<file path="src/include/async_rx_defs.vh">
// constants for the asynchronous serial receiver
`ifndef ASYNC_RX_DEFS_VH
`define ASYNC_RX_DEFS_VH
// samples per bit and voting positions, normal speed
`define NORM_SAMPLES 5'h10
`define NORM_VOTE_FIRST 5'h08
`define NORM_VOTE_MID 5'h09
`define NORM_VOTE_LAST 5'h0a
// samples per bit and voting positions, double speed
`define DBL_SAMPLES 5'h08
`define DBL_VOTE_FIRST 5'h04
`define DBL_VOTE_MID 5'h05
`define DBL_VOTE_LAST 5'h06
// parity mode bit positions
`define PAR_ENABLE_BIT 1
`define PAR_ODD_BIT 0
// buffer depth
`define RX_BUF_DEPTH 2
// reset value of the baud divisor
`define BAUD_DIV_RESET 16'h0000
`endif

</file>
<file path="src/rtl/rx_char_store.v">
// two-entry character store with registered read data
`timescale 1ns/1ps
module rx_char_store #(
  parameter WIDTH = 12
) (
  // clock
  input wire clk,
  // write side
  input wire wr_en,
  input wire wr_addr,
  input wire [WIDTH-1:0] wr_data,
  // read side
  input wire rd_addr,
  output reg [WIDTH-1:0] rd_data
);

  reg [WIDTH-1:0] mem_reg [0:1];

  // storage write and registered read
  always @(posedge clk) begin
    if (wr_en) begin
      mem_reg[wr_addr] <= wr_data;
    end
    rd_data <= (wr_en && (wr_addr == rd_addr)) ? wr_data : mem_reg[rd_addr];
  end

endmodule

</file>
<file path="src/rtl/async_serial_receiver.v">
// asynchronous serial receiver with oversampling, voting and two-deep buffer
`timescale 1ns/1ps
`include "async_rx_defs.vh"
module async_serial_receiver #(
  parameter DIV_WIDTH = 16
) (
  // clock and reset
  input wire CORE_CLK,
  input wire RST,
  // serial line
  input wire SERIAL_IN_PIN,
  output reg PIN_OVERRIDE,
  // configuration
  input wire RECEIVER_ENABLE,
  input wire RX_COMPLETE_IRQ_ENABLE,
  input wire DOUBLE_SPEED_SELECT,
  input wire [1:0] PARITY_MODE_BITS,
  input wire STOP_BITS_SELECT,
  input wire [3:0] DATA_BITS,
  input wire [DIV_WIDTH-1:0] BAUD_DIVISOR,
  // data read
  input wire DATA_READ,
  output reg [8:0] DATA_BUFFER_PORT,
  // status
  output reg RX_COMPLETE_FLAG,
  output reg FRAME_ERROR_FLAG,
  output reg OVERRUN_FLAG,
  output reg PARITY_ERROR_FLAG,
  output reg RX_COMPLETE_IRQ
);

  // ---------------------------------------------------------------
  // frame states
  // ---------------------------------------------------------------
  localparam ST_IDLE = 2'h0;
  localparam ST_START = 2'h1;
  localparam ST_BITS = 2'h2;
  localparam ST_HOLD = 2'h3;

  // majority of three samples
  function maj3;
    input [2:0] s;
    begin
      maj3 = (s[0] & s[1]) | (s[0] & s[2]) | (s[1] & s[2]);
    end
  endfunction

  // ---------------------------------------------------------------
  // oversampling tick
  // ---------------------------------------------------------------
  reg [DIV_WIDTH-1:0] div_reg;
  reg tick_reg;

  // divide the core clock down to the sample rate
  always @(posedge CORE_CLK or posedge RST) begin
    if (RST) begin
      div_reg <= `BAUD_DIV_RESET;
      tick_reg <= 1'b0;
    end else if (!RECEIVER_ENABLE || div_reg == {DIV_WIDTH{1'b0}}) begin
      div_reg <= BAUD_DIVISOR;
      tick_reg <= RECEIVER_ENABLE;
    end else begin
      div_reg <= div_reg - {{(DIV_WIDTH-1){1'b0}}, 1'b1};
      tick_reg <= 1'b0;
    end
  end

  // ---------------------------------------------------------------
  // bit recovery
  // ---------------------------------------------------------------
  wire [4:0] n_samples = DOUBLE_SPEED_SELECT ? `DBL_SAMPLES : `NORM_SAMPLES;
  wire [4:0] v_first = DOUBLE_SPEED_SELECT ? `DBL_VOTE_FIRST : `NORM_VOTE_FIRST;
  wire [4:0] v_mid = DOUBLE_SPEED_SELECT ? `DBL_VOTE_MID : `NORM_VOTE_MID;
  wire [4:0] v_last = DOUBLE_SPEED_SELECT ? `DBL_VOTE_LAST : `NORM_VOTE_LAST;
  wire par_on = PARITY_MODE_BITS[`PAR_ENABLE_BIT];
  wire [3:0] frame_bits = DATA_BITS + {3'h0, par_on} + 4'h1; // data, parity, one stop

  reg [1:0] state_reg;
  reg [4:0] samp_reg;
  reg [3:0] bitn_reg;
  reg [2:0] vote_reg;
  reg prev_reg;
  reg [10:0] shift_reg;
  reg frame_done;
  reg [11:0] held_reg;
  reg held_valid_reg;
  reg pend_ovr_reg;

  wire bit_val = maj3({vote_reg[1:0], SERIAL_IN_PIN});
  wire at_last = tick_reg && samp_reg == v_last;

  // assemble the completed character with its status
  reg [8:0] data_bits_w;
  reg par_bit_w;
  reg stop_bit_w;
  reg par_calc_w;
  integer i;
  always @* begin
    data_bits_w = 9'h000;
    par_calc_w = PARITY_MODE_BITS[`PAR_ODD_BIT];
    for (i = 0; i < 9; i = i + 1) begin
      if (i < DATA_BITS) begin
        data_bits_w[i] = shift_reg[i];
        par_calc_w = par_calc_w ^ shift_reg[i];
      end
    end
    par_bit_w = shift_reg[DATA_BITS];
    stop_bit_w = bit_val;
  end
  wire [11:0] new_char = {~stop_bit_w, pend_ovr_reg,
                          par_on & (par_calc_w ^ par_bit_w), data_bits_w};

  // buffer occupancy
  reg [1:0] count_reg;
  reg rd_ptr_reg;
  reg wr_ptr_reg;
  wire buf_full = count_reg == 2'h2;
  wire pop = DATA_READ && count_reg != 2'h0;
  wire push_free = !buf_full || pop;

  // recovery state machine
  always @(posedge CORE_CLK or posedge RST) begin
    if (RST) begin
      state_reg <= ST_IDLE;
      samp_reg <= 5'h00;
      bitn_reg <= 4'h0;
      vote_reg <= 3'h0;
      prev_reg <= 1'b1;
      shift_reg <= 11'h000;
      frame_done <= 1'b0;
    end else if (!RECEIVER_ENABLE) begin
      state_reg <= ST_IDLE; // abandon frame
      samp_reg <= 5'h00;
      bitn_reg <= 4'h0;
      prev_reg <= 1'b1;
      frame_done <= 1'b0;
    end else begin
      frame_done <= 1'b0;
      if (tick_reg) begin
        prev_reg <= SERIAL_IN_PIN;
        if (samp_reg == v_first || samp_reg == v_mid) begin
          vote_reg <= {vote_reg[1:0], SERIAL_IN_PIN};
        end
        samp_reg <= (samp_reg == n_samples) ? 5'h01 : samp_reg + 5'h01;
      end
      case (state_reg)
        ST_IDLE: begin
          if (tick_reg && prev_reg && !SERIAL_IN_PIN) begin
            state_reg <= ST_START;
            samp_reg <= 5'h02; // first low sample was sample 1
            vote_reg <= 3'h0;
          end
        end
        ST_START: begin
          if (at_last) begin
            if (bit_val) begin
              state_reg <= ST_IDLE; // noise spike
            end else begin
              state_reg <= ST_BITS;
              bitn_reg <= 4'h0;
            end
          end
        end
        ST_BITS: begin
          if (at_last) begin
            if (bitn_reg == frame_bits - 4'h1) begin
              frame_done <= 1'b1; // stop bit voted, frame complete
              state_reg <= ST_IDLE; // next edge may follow at once
              prev_reg <= 1'b1;
            end else begin
              shift_reg[bitn_reg] <= bit_val;
              bitn_reg <= bitn_reg + 4'h1;
            end
          end
        end
        default: begin
          state_reg <= ST_IDLE;
        end
      endcase
    end
  end

  // an accepted start bit, used to detect overrun
  wire start_accept = state_reg == ST_START && at_last && !bit_val && RECEIVER_ENABLE;
  reg [11:0] done_char_reg;

  // capture the finished character for the buffer or the hold stage
  always @(posedge CORE_CLK or posedge RST) begin
    if (RST) begin
      done_char_reg <= 12'h000;
    end else if (state_reg == ST_BITS && at_last) begin
      done_char_reg <= new_char;
    end
  end

  // ---------------------------------------------------------------
  // hold stage, overrun and buffer control
  // ---------------------------------------------------------------
  wire from_hold = held_valid_reg && push_free;
  wire from_frame = frame_done && !held_valid_reg && push_free;
  wire push = from_hold || from_frame;
  wire [11:0] push_char = from_hold ? held_reg : done_char_reg;

  // hold stage is the shifter copy; overrun on new start while buffer and hold stage are full
  always @(posedge CORE_CLK or posedge RST) begin
    if (RST) begin
      held_reg <= 12'h000;
      held_valid_reg <= 1'b0;
      pend_ovr_reg <= 1'b0;
    end else if (!RECEIVER_ENABLE) begin
      held_valid_reg <= 1'b0;
      pend_ovr_reg <= 1'b0;
    end else begin
      if (from_hold) begin
        held_valid_reg <= 1'b0;
      end else if (frame_done && !push_free && !held_valid_reg) begin
        held_reg <= done_char_reg;
        held_valid_reg <= 1'b1;
      end
      if (start_accept && buf_full && held_valid_reg && !pop) begin
        pend_ovr_reg <= 1'b1;
        held_reg[10] <= 1'b1; // report on next written character
      end else if (from_frame || from_hold) begin
        pend_ovr_reg <= 1'b0;
      end
    end
  end

  // buffer pointers; flush on disable
  always @(posedge CORE_CLK or posedge RST) begin
    if (RST) begin
      count_reg <= 2'h0;
      rd_ptr_reg <= 1'b0;
      wr_ptr_reg <= 1'b0;
    end else if (!RECEIVER_ENABLE) begin
      count_reg <= 2'h0;
      rd_ptr_reg <= 1'b0;
      wr_ptr_reg <= 1'b0;
    end else begin
      if (push) begin
        wr_ptr_reg <= ~wr_ptr_reg;
      end
      if (pop) begin
        rd_ptr_reg <= ~rd_ptr_reg; // read advances the buffer
      end
      count_reg <= count_reg + {1'b0, push} - {1'b0, pop};
    end
  end

  wire [11:0] head_char;
  wire head_addr = pop ? ~rd_ptr_reg : rd_ptr_reg; // head entry after this cycle's read
  rx_char_store #(
    .WIDTH(12)
  ) u_store (
    .clk(CORE_CLK),
    .wr_en(push),
    .wr_addr(wr_ptr_reg),
    .wr_data(push_char),
    .rd_addr(head_addr),
    .rd_data(head_char)
  );

  // ---------------------------------------------------------------
  // registered outputs
  // ---------------------------------------------------------------
  wire [1:0] count_next = count_reg + {1'b0, push} - {1'b0, pop};

  // status bits of both entries kept beside the store, so the flags leave resettable flops
  reg [2:0] stat0_reg;
  reg [2:0] stat1_reg;
  wire [2:0] stat_head = head_addr ? stat1_reg : stat0_reg;
  wire [2:0] stat_next = (push && wr_ptr_reg == head_addr) ? push_char[11:9] : stat_head;
  always @(posedge CORE_CLK or posedge RST) begin
    if (RST) begin
      stat0_reg <= 3'h0;
      stat1_reg <= 3'h0;
    end else if (push) begin
      if (wr_ptr_reg) begin
        stat1_reg <= push_char[11:9];
      end else begin
        stat0_reg <= push_char[11:9];
      end
    end
  end

  // status and data follow the buffer head; no software write path
  always @(posedge CORE_CLK or posedge RST) begin
    if (RST) begin
      RX_COMPLETE_FLAG <= 1'b0;
      RX_COMPLETE_IRQ <= 1'b0;
      PIN_OVERRIDE <= 1'b0;
      FRAME_ERROR_FLAG <= 1'b0;
      OVERRUN_FLAG <= 1'b0;
      PARITY_ERROR_FLAG <= 1'b0;
    end else begin
      RX_COMPLETE_FLAG <= RECEIVER_ENABLE && count_next != 2'h0;
      RX_COMPLETE_IRQ <= RECEIVER_ENABLE && count_next != 2'h0 && RX_COMPLETE_IRQ_ENABLE;
      PIN_OVERRIDE <= RECEIVER_ENABLE;
      FRAME_ERROR_FLAG <= stat_next[2];
      OVERRUN_FLAG <= stat_next[1];
      PARITY_ERROR_FLAG <= stat_next[0] & par_on;
    end
  end
  // data comes straight from the store's read register
  always @* begin
    DATA_BUFFER_PORT = head_char[8:0];
  end

endmodule

</file>
<file path="config.mk">
export PLATFORM = sky130hd
export DESIGN_NAME = async_serial_receiver
export DESIGN_NICKNAME = d
export VERILOG_FILES = /design/src/rtl/rx_char_store.v /design/src/rtl/async_serial_receiver.v
export VERILOG_INCLUDE_DIRS = /design/src /design/src/include
export SDC_FILE = /design/constraint.sdc
export NUM_CORES = 1
export LEC_CHECK = 0
export BUFFER_PORTS_ARGS = -buffer_cell sky130_fd_sc_hd__buf_2
export CAP_MARGIN = 20
export CORE_MARGIN = 1.5
export CORE_UTILIZATION = 40
export CTS_BUF_LIST = sky130_fd_sc_hd__clkbuf_8
export CTS_CLUSTER_DIAMETER = 120
export CTS_CLUSTER_SIZE = 25
export DETAILED_ROUTE_END_ITERATION = 6
export MAX_ROUTING_LAYER = met4
export PLACE_DENSITY = 0.62
export SYNTH_ARGS = -nofsm -noshare
export SYNTH_HDL_FRONTEND = slang
export SYNTH_SLANG_ARGS = --single-unit
export TNS_END_PERCENT = 50
</file>
<file path="constraint.sdc">
create_clock -name CORE_CLK -period 7.5 [get_ports CORE_CLK]
set_input_delay 2.25 -clock CORE_CLK [delete_from_list [all_inputs] [get_ports CORE_CLK]]
set_output_delay 2.25 -clock CORE_CLK [all_outputs]
set_load 0.1 [all_outputs]
</file>
# Yosys cells after proc, flatten, opt, wreduce, memory -nomap -nowiden
# Memory sizes are Yosys's and may differ from the RTL's.
# Index checks and enable logic that the tools add are counted.
[word_totals] mem_bits_rw=24 elab_cells=212 n_memories=1 reg_bits=95 out_inout_bits=15 input_bits=30
[memory_table] memory="u_store.mem_reg" words=2 width=12 read_ports=1 rd_ports_with_merged_regs=0 write_ports=1 line_no="rx_char_store.v:17" source="reg [WIDTH-1:0] mem_reg [0:1];"
[op_classes] addsub=8 bitwise_logic=22 n_mux=80 reduce_logical=43 order_cmp=12 eq_ne=20
[ops] cell="two-way mux 1 bit" n=43
[ops] cell="two-way mux 4 bit" n=8
[ops] cell="two-way mux 5 bit" n=6
[ops] cell="two-way mux 11 bit" n=2
[ops] cell="logical AND 1 bit" n=20
[ops] cell="two-way mux 3 bit" n=6
[ops] cell="!= test 3 bit, second input constant" n=6
[ops] cell="logical NOT 16 bit" n=1
[ops] cell="less-than comparator 3 x 4 -> 1 bit, first input constant" n=4
[ops] cell="two-way mux 16 bit" n=1
[ops] cell="subtractor 16 x 1 -> 16 bit, second input constant" n=1
[ops] cell="equality test 5 x 4 -> 1 bit" n=3
[ops] cell="two-way mux 2 bit" n=7
[ops] cell="two-way mux 12 bit" n=1
[ops] cell="bitwise mux 11 bit" n=1
[ops] cell="less-than comparator 4 x 5 -> 1 bit, second input constant" n=2
[ops] cell="bitwise XOR 1 bit" n=10
[ops] cell="two-way mux 9 bit" n=1
[ops] cell="!= test 3 x 1 -> 1 bit, second input constant" n=3
[ops] cell="adder 4 x 1 -> 4 bit, second input constant" n=2
[ops] cell="less-than comparator 1 x 4 -> 1 bit, first input constant" n=2
[ops] cell="less-than comparator 2 x 4 -> 1 bit, first input constant" n=2
[ops] cell="case mux 4 bit (2 select lines)" n=1
[ops] cell="AND reduction 4 bit" n=2
[ops] cell="other kinds (26)" n=50

# Depth between registers and ports, before layout
# Gate-level depths: netlist of run 1.
[depth] ltp_word=20 depth_mapped=10 ltp_nobuf=10

# By module
# From an unflattened synthesis of run 1, not the netlist that was laid out.
[hier_totals] hier_cells=501 area_unflattened_um2=5476.5
[by_module_without_submodules] mod="async_serial_receiver" area_per_inst_um2=4539.4 seq_area_each_um2=2128.3 cells_each=461 n_inst=1
[by_module_without_submodules] mod="rx_char_store" area_per_inst_um2=937.1 seq_area_each_um2=740.7 cells_each=40 n_inst=1

# Worst setup path after synthesis of run 1
# No wires, ideal clock.
[synth_timing] path_kind="input -> register" start="input port PARITY_MODE_BITS[1]" end="register shift_reg[8]" arrival_ns=3.900 path_buffers=0 required_ns=7.372 slack_ns=3.473 setup_ns=0.128 path_stages=7 cell_sequence="ha_1 -> ha_1 -> xor2_1 -> nor4_4 -> or3_1 -> nor2_1 -> mux2_1"
[synth_via] elab_chain_cells=6
[synth_rtl] item="from (decl)" line_no="async_serial_receiver.v:17" source="input wire [1:0] PARITY_MODE_BITS,"
[synth_rtl] item="adder 4 x 1 -> 4 bit (2 in series)" line_no="async_serial_receiver.v:76" source="wire [3:0] frame_bits = DATA_BITS + {3'h0, par_on} + 4'h1;"
[synth_rtl] item="subtractor 4 x 1 -> 4 bit" line_no="async_serial_receiver.v:166" source="if (bitn_reg == frame_bits - 4'h1) begin"
[synth_rtl] item="equality test 4 bit" line_no="async_serial_receiver.v:166"
[synth_rtl] item="NOT 1 bit (no line)"
[synth_rtl] item="AND reduction 4 bit (no line)"
[synth_rtl] item="to (signal, indexed assignment)" line_no="async_serial_receiver.v:171" source="shift_reg[bitn_reg] <= bit_val;"
[synth_rtl] item="to (decl)" line_no="async_serial_receiver.v:83" source="reg [10:0] shift_reg;"
# Every way passes these cells.
# A chain may end at the register's enable or synchronous reset.

# Worst setup path after layout of run 1
[layout_timing] start="input port DATA_READ" end="register PARITY_ERROR_FLAG"
[layout_via] elab_chain_cells=7 elab_cells_between_ends=12 cone_classes="1 x eq/ne; 4 x mux; 1 x bitwise; 6 x reduce/logical"
[layout_rtl] item="from (decl)" line_no="async_serial_receiver.v:22" source="input wire DATA_READ,"
[layout_rtl] item="logical AND 1 bit (*)" line_no="async_serial_receiver.v:118" source="wire pop = DATA_READ && count_reg != 2'h0;"
[layout_rtl] item="logical OR 1 bit" line_no="async_serial_receiver.v:119" source="wire push_free = !buf_full || pop;"
[layout_rtl] item="logical AND 1 bit, on equally long branches" line_no="async_serial_receiver.v:200, async_serial_receiver.v:199"
[layout_rtl] item="logical OR 1 bit" line_no="async_serial_receiver.v:201" source="wire push = from_hold || from_frame;"
[layout_rtl] item="logical AND 1 bit" line_no="async_serial_receiver.v:272" source="wire [2:0] stat_next = (push && wr_ptr_reg == head_addr) ? push_char[11:9] : stat_head;"
[layout_rtl] item="two-way mux 3 bit (*)" line_no="async_serial_receiver.v:272"
[layout_rtl] item="AND 1 bit (*)" line_no="async_serial_receiver.v:301" source="PARITY_ERROR_FLAG <= stat_next[0] & par_on;"
[layout_rtl] item="to (signal assigned)" line_no="async_serial_receiver.v:301"
[layout_rtl] item="to (decl)" line_no="async_serial_receiver.v:28" source="output reg PARITY_ERROR_FLAG,"
# Every way passes the cells marked *; elsewhere a longest branch is shown, timed or not.

==> results of run 1 <==
## cell usage in the layout (no fill, tap or decap), types with 5 or more instances in the layout
cell      instances
nand2_1          66
nor3_1            9
ha_1             14
o21ai_1          30
o21ai_0           8
mux2i_1          17
nand3b_1          5
a21oi_1          20
o31ai_1           5
dfxtp_1           9
edfxtp_1         18
nor2_1           44
mux2_2           10
xor2_1           16
inv_1            15
clkbuf_8          9
buf_2            43
dfrtp_1          84
xnor2_1          16
mux2_1           25
## per-stage QoR
step / power (mW) / instance area [um2] / instances / hold WS, ns
after floorplan: 0.859 / 5430 / 500 / 0.446
after global placement: 0.903 / 5800 / 699 / 0.459
after detailed placement: 0.908 / 5810 / 700 / 0.469
after CTS: 1.30 / 6030 / 716 / 0.496
after global routing: 1.35 / 6060 / 717 / 0.520
final: 1.28 / 6060 / 717 / 0.495
## worst register-to-register path, delay by kind of cell (launching register included)
family           cells  cell delay, ns
AO/OA/AOI/OAI        2            0.63
XOR/XNOR             2            1.02
flip-flops           1            0.42
AND/OR/NAND/NOR      1            0.46
## final timing paths
| check | startpoint | end | depth (start not counted) |
|---|---|---|---|
| max | DATA_READ | PARITY_ERROR_FLAG$_DFF_PP0_ | 6 |
| min | stat1_reg[2]$_DFFE_PP0P_ | stat1_reg[2]$_DFFE_PP0P_ | 2 |
| max reg2reg | count_reg[0]$_DFF_PP0_ | PARITY_ERROR_FLAG$_DFF_PP0_ | 5 |
| min reg2reg | stat1_reg[2]$_DFFE_PP0P_ | stat1_reg[2]$_DFFE_PP0P_ | 2 |
| max in group asynchronous | RST | done_char_reg[0]$_DFFE_PP0P_ | 4 |
| min in group asynchronous | RST | pend_ovr_reg$_DFFE_PP0P_ | 3 |
## cells in the mapped netlist, drive strengths merged, types with 13 or more instances
library cell,instances
ha,14
dfrtp,84
inv,16
nor2,44
mux2i,17
mux2,35
clkbuf,13
xnor2,17
a21oi,21
nand2,66
xor2,16
o21ai,38
edfxtp,18
## power groups by stage
stage,Clock [mW],Sequential [mW],Combinational [mW]
after global placement,0,0.668,0.235
after floorplan,0,0.717,0.142
final,0.390,0.657,0.237
after global routing,0.426,0.660,0.262
after detailed placement,0,0.669,0.239
after CTS,0.402,0.657,0.241
## cell families after synthesis
kind of cell / after synthesis
compound gates: 83
xor+xnor: 34
fa+ha+maj: 15
buf+inv: 37
flops: 112
mux: 54
simple gates: 165
## area by class of cell
class | count | share of cell area (%)
flip-flops and latches | 112 | 47.0
well taps | 176 | 3.64
clock inverters | 7 | 1.55
clock buffers | 9 | 2.05
inverters | 16 | 1.01
repair buffers | 46 | 4.32
multi-input cells | 351 | 40.4
## metal layers
metal  GRT usage, %  vias to the layer above
met5              -                        -
met4           5.51                        0
met3           2.52                        7
met2           23.8                       46
met1           19.2                     1698
li1               -                     1808
==> results_dict.tcl, run 1 <==
set metrics [dict create \
    end_kind "flip-flop" \
    wl_met3_um 303 \
    fin_tns_setup_ns 0 \
    critPathTopFamily "XOR/XNOR gates" \
    multiInputGateArea_um2 2450 \
    reg2reg_slack_ns 4.88 \
    grt-ovfl-total 0 \
    setup_ws_ns 3.41 \
    hold_path_class "flip-flop to flip-flop" \
    synth.top_cell.area_share_pct 38.7 \
    grt.total_usage_pct 14.9 \
    p_int_mw 0.894 \
    die_area_um2 14300 \
    syn_nets 544 \
    areaGrowthSynthToFinish_pct 11.4 \
    drtAntennaViolNets 0 \
    wire_per_inst_um 13.4 \
    crit_slowest_cell "xnor2_2" \
    dp_slack_ns 2.96 \
    seq_power_share_pct 51.2 \
    slew_headroom_pct 31.4 \
    synth-simple-area-share_pct 15.3 \
    die_h_um 120 \
    rsz0062_at_grt "no" \
    slowest_delay_ns 0.79 \
    synth_area_leaders "dfrtp_1 (39%), edfxtp_1 (9.9%), mux2_1 (5.2%), nand2_1 (4.6%), dfxtp_1 (3.3%)" \
    antenna_found_initial 0 \
    synth.yosys.seq_area_share_pct 52.4 \
    status "finished clean" \
    yosysWarnings 0 \
    synthCells 500 \
    path_max_fanout 23 \
    synthMuxAreaShare_pct 11.2 \
    clock_latency_ns 0.38 \
    seq_area_um2 2850 \
    grt_pass1_wl_mm 16.8 \
    power_density_nw_per_um2 212 \
    avgViaCountPerCell 4.96 \
    ios 45 \
    yosysTopAreaCell "dfrtp_1" \
    min_period_ns 4.09 \
    syn_area_um2 5430 \
    synth_top_family_by_area "simple AND/OR/NAND/NOR gates" \
    cts_sinks 112 \
    slew_viol_final 0 \
    drc_errors 0 \
    p_switching_mw 0.389 \
    cts_tree "yes" \
    finalHoldViolations 0 \
    async_flop_share_pct 75.9 \
    fin_skew_ns 0.0129 \
    clkSlewWorstSetupHoldPaths_ns 0.11 \
    cts.repair.resized 0 \
    start_kind "input port" \
    synthXorXnorAreaFrac_pct 5.73 \
    port_buffers 43 \
    largest_register_ffs 18 \
    yosysUniqueCellTypes 60 \
    die_x_um 120 \
    drv_cap 0 \
    wl_met2_mm 4.51 \
    grt_max_degree 86 \
    grt_pass1_vias 3591 \
    met1_length_mm 4.65 \
    cp.buffers_inverters 1 \
    htree_levels 3 \
    post_cts.repair.setup_buffers 0 \
    worst-setup-path-type "input port to flip-flop" \
    wl_mm 9.58 \
    setup_viol 0 \
    nNetsFinal 580 \
    avgSynthCellArea_um2 10.9 \
    drt-initial-drc-count 220 \
    synth_edf_count 18 \
    yosys_register_bits 112 \
    path_cells "buf_2, o21a_1, xnor2_2, xor2_1, nand2_1, a211oi_1" \
    clockBufferDepth 2 \
    drive_above_1_share_pct 16.1 \
    drtPass1Iterations 4 \
    cts-root-buf "clkbuf_8" \
    synth_fa_ha_area_share_pct 3.41 \
    start_util_pct 41.0 \
    synth_compound_area_share_pct 9.26 \
    coreArea_um2 13200 \
    num_vias 3559 \
    hold_buffers 0 \
    fin_util_pct 45.7 \
    critPathRequiredTime_ns 7.79 \
    tightest_slew_ns 1.02 \
    numCtsBuffers 9 \
    p_sw_share_pct 30.3 \
    p_clk_share_pct 30.4 \
    antenna_cells 0 \
    ys.flop_type "dfrtp_1" \
    hpwl_mm 6.68 \
    num_rows 42 \
    p_comb_share_pct 18.5 \
    fin_crit_sh_pct 54.5 \
    fmax_mhz 245 \
    nFillCells 1254 \
    highest_layer "met4" \
    cellLeakagePower_nw 2.78 \
    cp.arrival_ns 4.38 \
    vdd_drop_max_uv 88.6 \
    place.gp.congestion 0.774 \
]
Note: power is estimated with default switching activity, not from simulation.
==> inputs of run 2 (changes only) <==
Settings changed: PLACE_DENSITY 0.62 to 0.64.
Clock period 7.5 ns to 3.4 ns, I/O delays scaled along.
==> results_dict.tcl, run 2 (synthesis results as in run 1) <==
set metrics [dict create \
    wl_mm 9.58 \
    dpl_cell_area_um2 5860 \
    start_kind "input port" \
    hpwl_mm 6.80 \
    cellLeakagePower_nw 2.80 \
    cts_sinks 112 \
    wire_per_inst_um 13.3 \
    finalHoldViolations 0 \
    power_density_nw_per_um2 463 \
    nFillCells 1244 \
    antenna_cells 0 \
    drc_errors 0 \
    grt_pass1_vias 3552 \
    reg2reg_slack_ns 1.07 \
    drtPass1Iterations 4 \
    nNetsFinal 585 \
    clock_latency_ns 0.39 \
    fin_util_pct 45.9 \
    place.gp.congestion 0.778 \
    instances_no_fill 722 \
    slew_headroom_pct 51.0 \
    end_kind "flip-flop" \
    coreArea_um2 13200 \
    areaGrowthSynthToFinish_pct 11.9 \
    dpl.cell_count 706 \
    antenna_found_initial 0 \
    worstRegToRegCells 9 \
    cts-root-buf "clkbuf_8" \
    cts_tree "yes" \
    critPathRequiredTime_ns 3.69 \
    status "finished clean" \
    final_cell_area_um2 6080 \
    hold_depth 2 \
    fin_skew_ns 0.0234 \
    clockBufferDepth 2 \
    slew_viol_final 0 \
    drive_above_1_share_pct 16.8 \
    whs_ns 0.492 \
    avgViaCountPerCell 5.01 \
    min_period_ns 2.59 \
    grt-ovfl-total 0 \
    cts.repair.resized 0 \
    htree_levels 3 \
    die_area_um2 14300 \
    grt_pass1_wl_mm 16.7 \
    final_common_cell "dfrtp_1" \
    port_buffers 43 \
    die_x_um 120 \
    grt_max_degree 51 \
    fin_tns_setup_ns 0 \
    tightest_slew_ns 0.733 \
    worst-setup-path-type "input port to flip-flop" \
    grt.total_usage_pct 14.8 \
    cp.arrival_ns 2.88 \
    drtAntennaViolNets 0 \
    path_max_fanout 4 \
    num_vias 3620 \
    rsz0062_at_grt "no" \
    start_util_pct 41.0 \
    vdd_drop_max_uv 211 \
    fmax_mhz 385 \
    clkSlewWorstSetupHoldPaths_ns 0.12 \
    drv_cap 0 \
    seq_area_um2 2850 \
    post_cts.repair.setup_buffers 0 \
    hold_buffers 0 \
    numCtsBuffers 9 \
    fin_crit_sh_pct 76.3 \
    multiInputGateArea_um2 2450 \
    final_cell_mix "dfrtp_1 (84), nand2_1 (66), nor2_1 (44)" \
    hold_path_class "flip-flop to flip-flop" \
    num_rows 42 \
    largest_register_ffs 18 \
    die_h_um 120 \
    drt-initial-drc-count 151 \
    setup_viol 0 \
    ios 45 \
]
run 2: cell count changes in the layout (fill, tap and decap cells not counted):
cell | previous run | this run
inv_8 | 2 | 1
buf_16 | 1 | 0
buf_4 | 1 | 7
buf_6 | 1 | 0
clkinvlp_4 | 1 | 0
bufinv_16 | 1 | 0
buf_12 | 0 | 1
clkinv_8 | 1 | 4
run 2: worst max-delay path: stages:
cell and delay, ns:
buf_2 0.12, ha_1 0.21, ha_1 0.19, xnor2_1 0.13, xnor2_1 0.26, nor4_4 0.09
or3_1 0.37, nor2_1 0.15, mux2_1 0.33
run 2: layout make-up:
class | count | area share, %
inverter | 16 | 1.01
multi-input combinational | 351 | 40.2
sequential | 112 | 46.8
clock inverter | 7 | 1.54
clock buffer | 9 | 2.04
tap | 176 | 3.62
timing repair buffer | 51 | 4.73
run 2: final timing paths:
path                                             endpoint                startpoint
worst max-delay path             shift_reg[9]$_DFFE_PP0P_       PARITY_MODE_BITS[1]
worst max register to register  RX_COMPLETE_IRQ$_DFF_PP0_    count_reg[1]$_DFF_PP0_
worst min-delay path             stat1_reg[2]$_DFFE_PP0P_  stat1_reg[2]$_DFFE_PP0P_
worst min register to register   stat1_reg[2]$_DFFE_PP0P_  stat1_reg[2]$_DFFE_PP0P_
max in group asynchronous              prev_reg$_DFF_PP1_                       RST
min in group asynchronous            div_reg[1]$_DFF_PP0_                       RST
run 2: report_power, final:
group | internal (mW) | switching, mW
Combinational | 0.208 | 0.328
Clock | 0.302 | 0.528
Sequential | 1.41 | 0.0359
run 2: metrics by stage:
step,total power [mW],setup WS (ns)
2_1_floorplan,1.90,0.188
3_3_place_gp,2.01,0.445
3_5_place_dp,2.02,0.382
4_1_cts,2.85,0.812
5_1_grt,2.96,0.722
6_report,2.81,0.805
run 2: per-layer routing:
layer | vias up | part of all wire [%] | track usage (%)
met5 | - | 0 | -
met4 | 0 | 1.3 | 4.46
met3 | 11 | 2.2 | 2.85
met2 | 37 | 48 | 23.8
met1 | 1751 | 49 | 19.2
li1 | 1821 | - | -
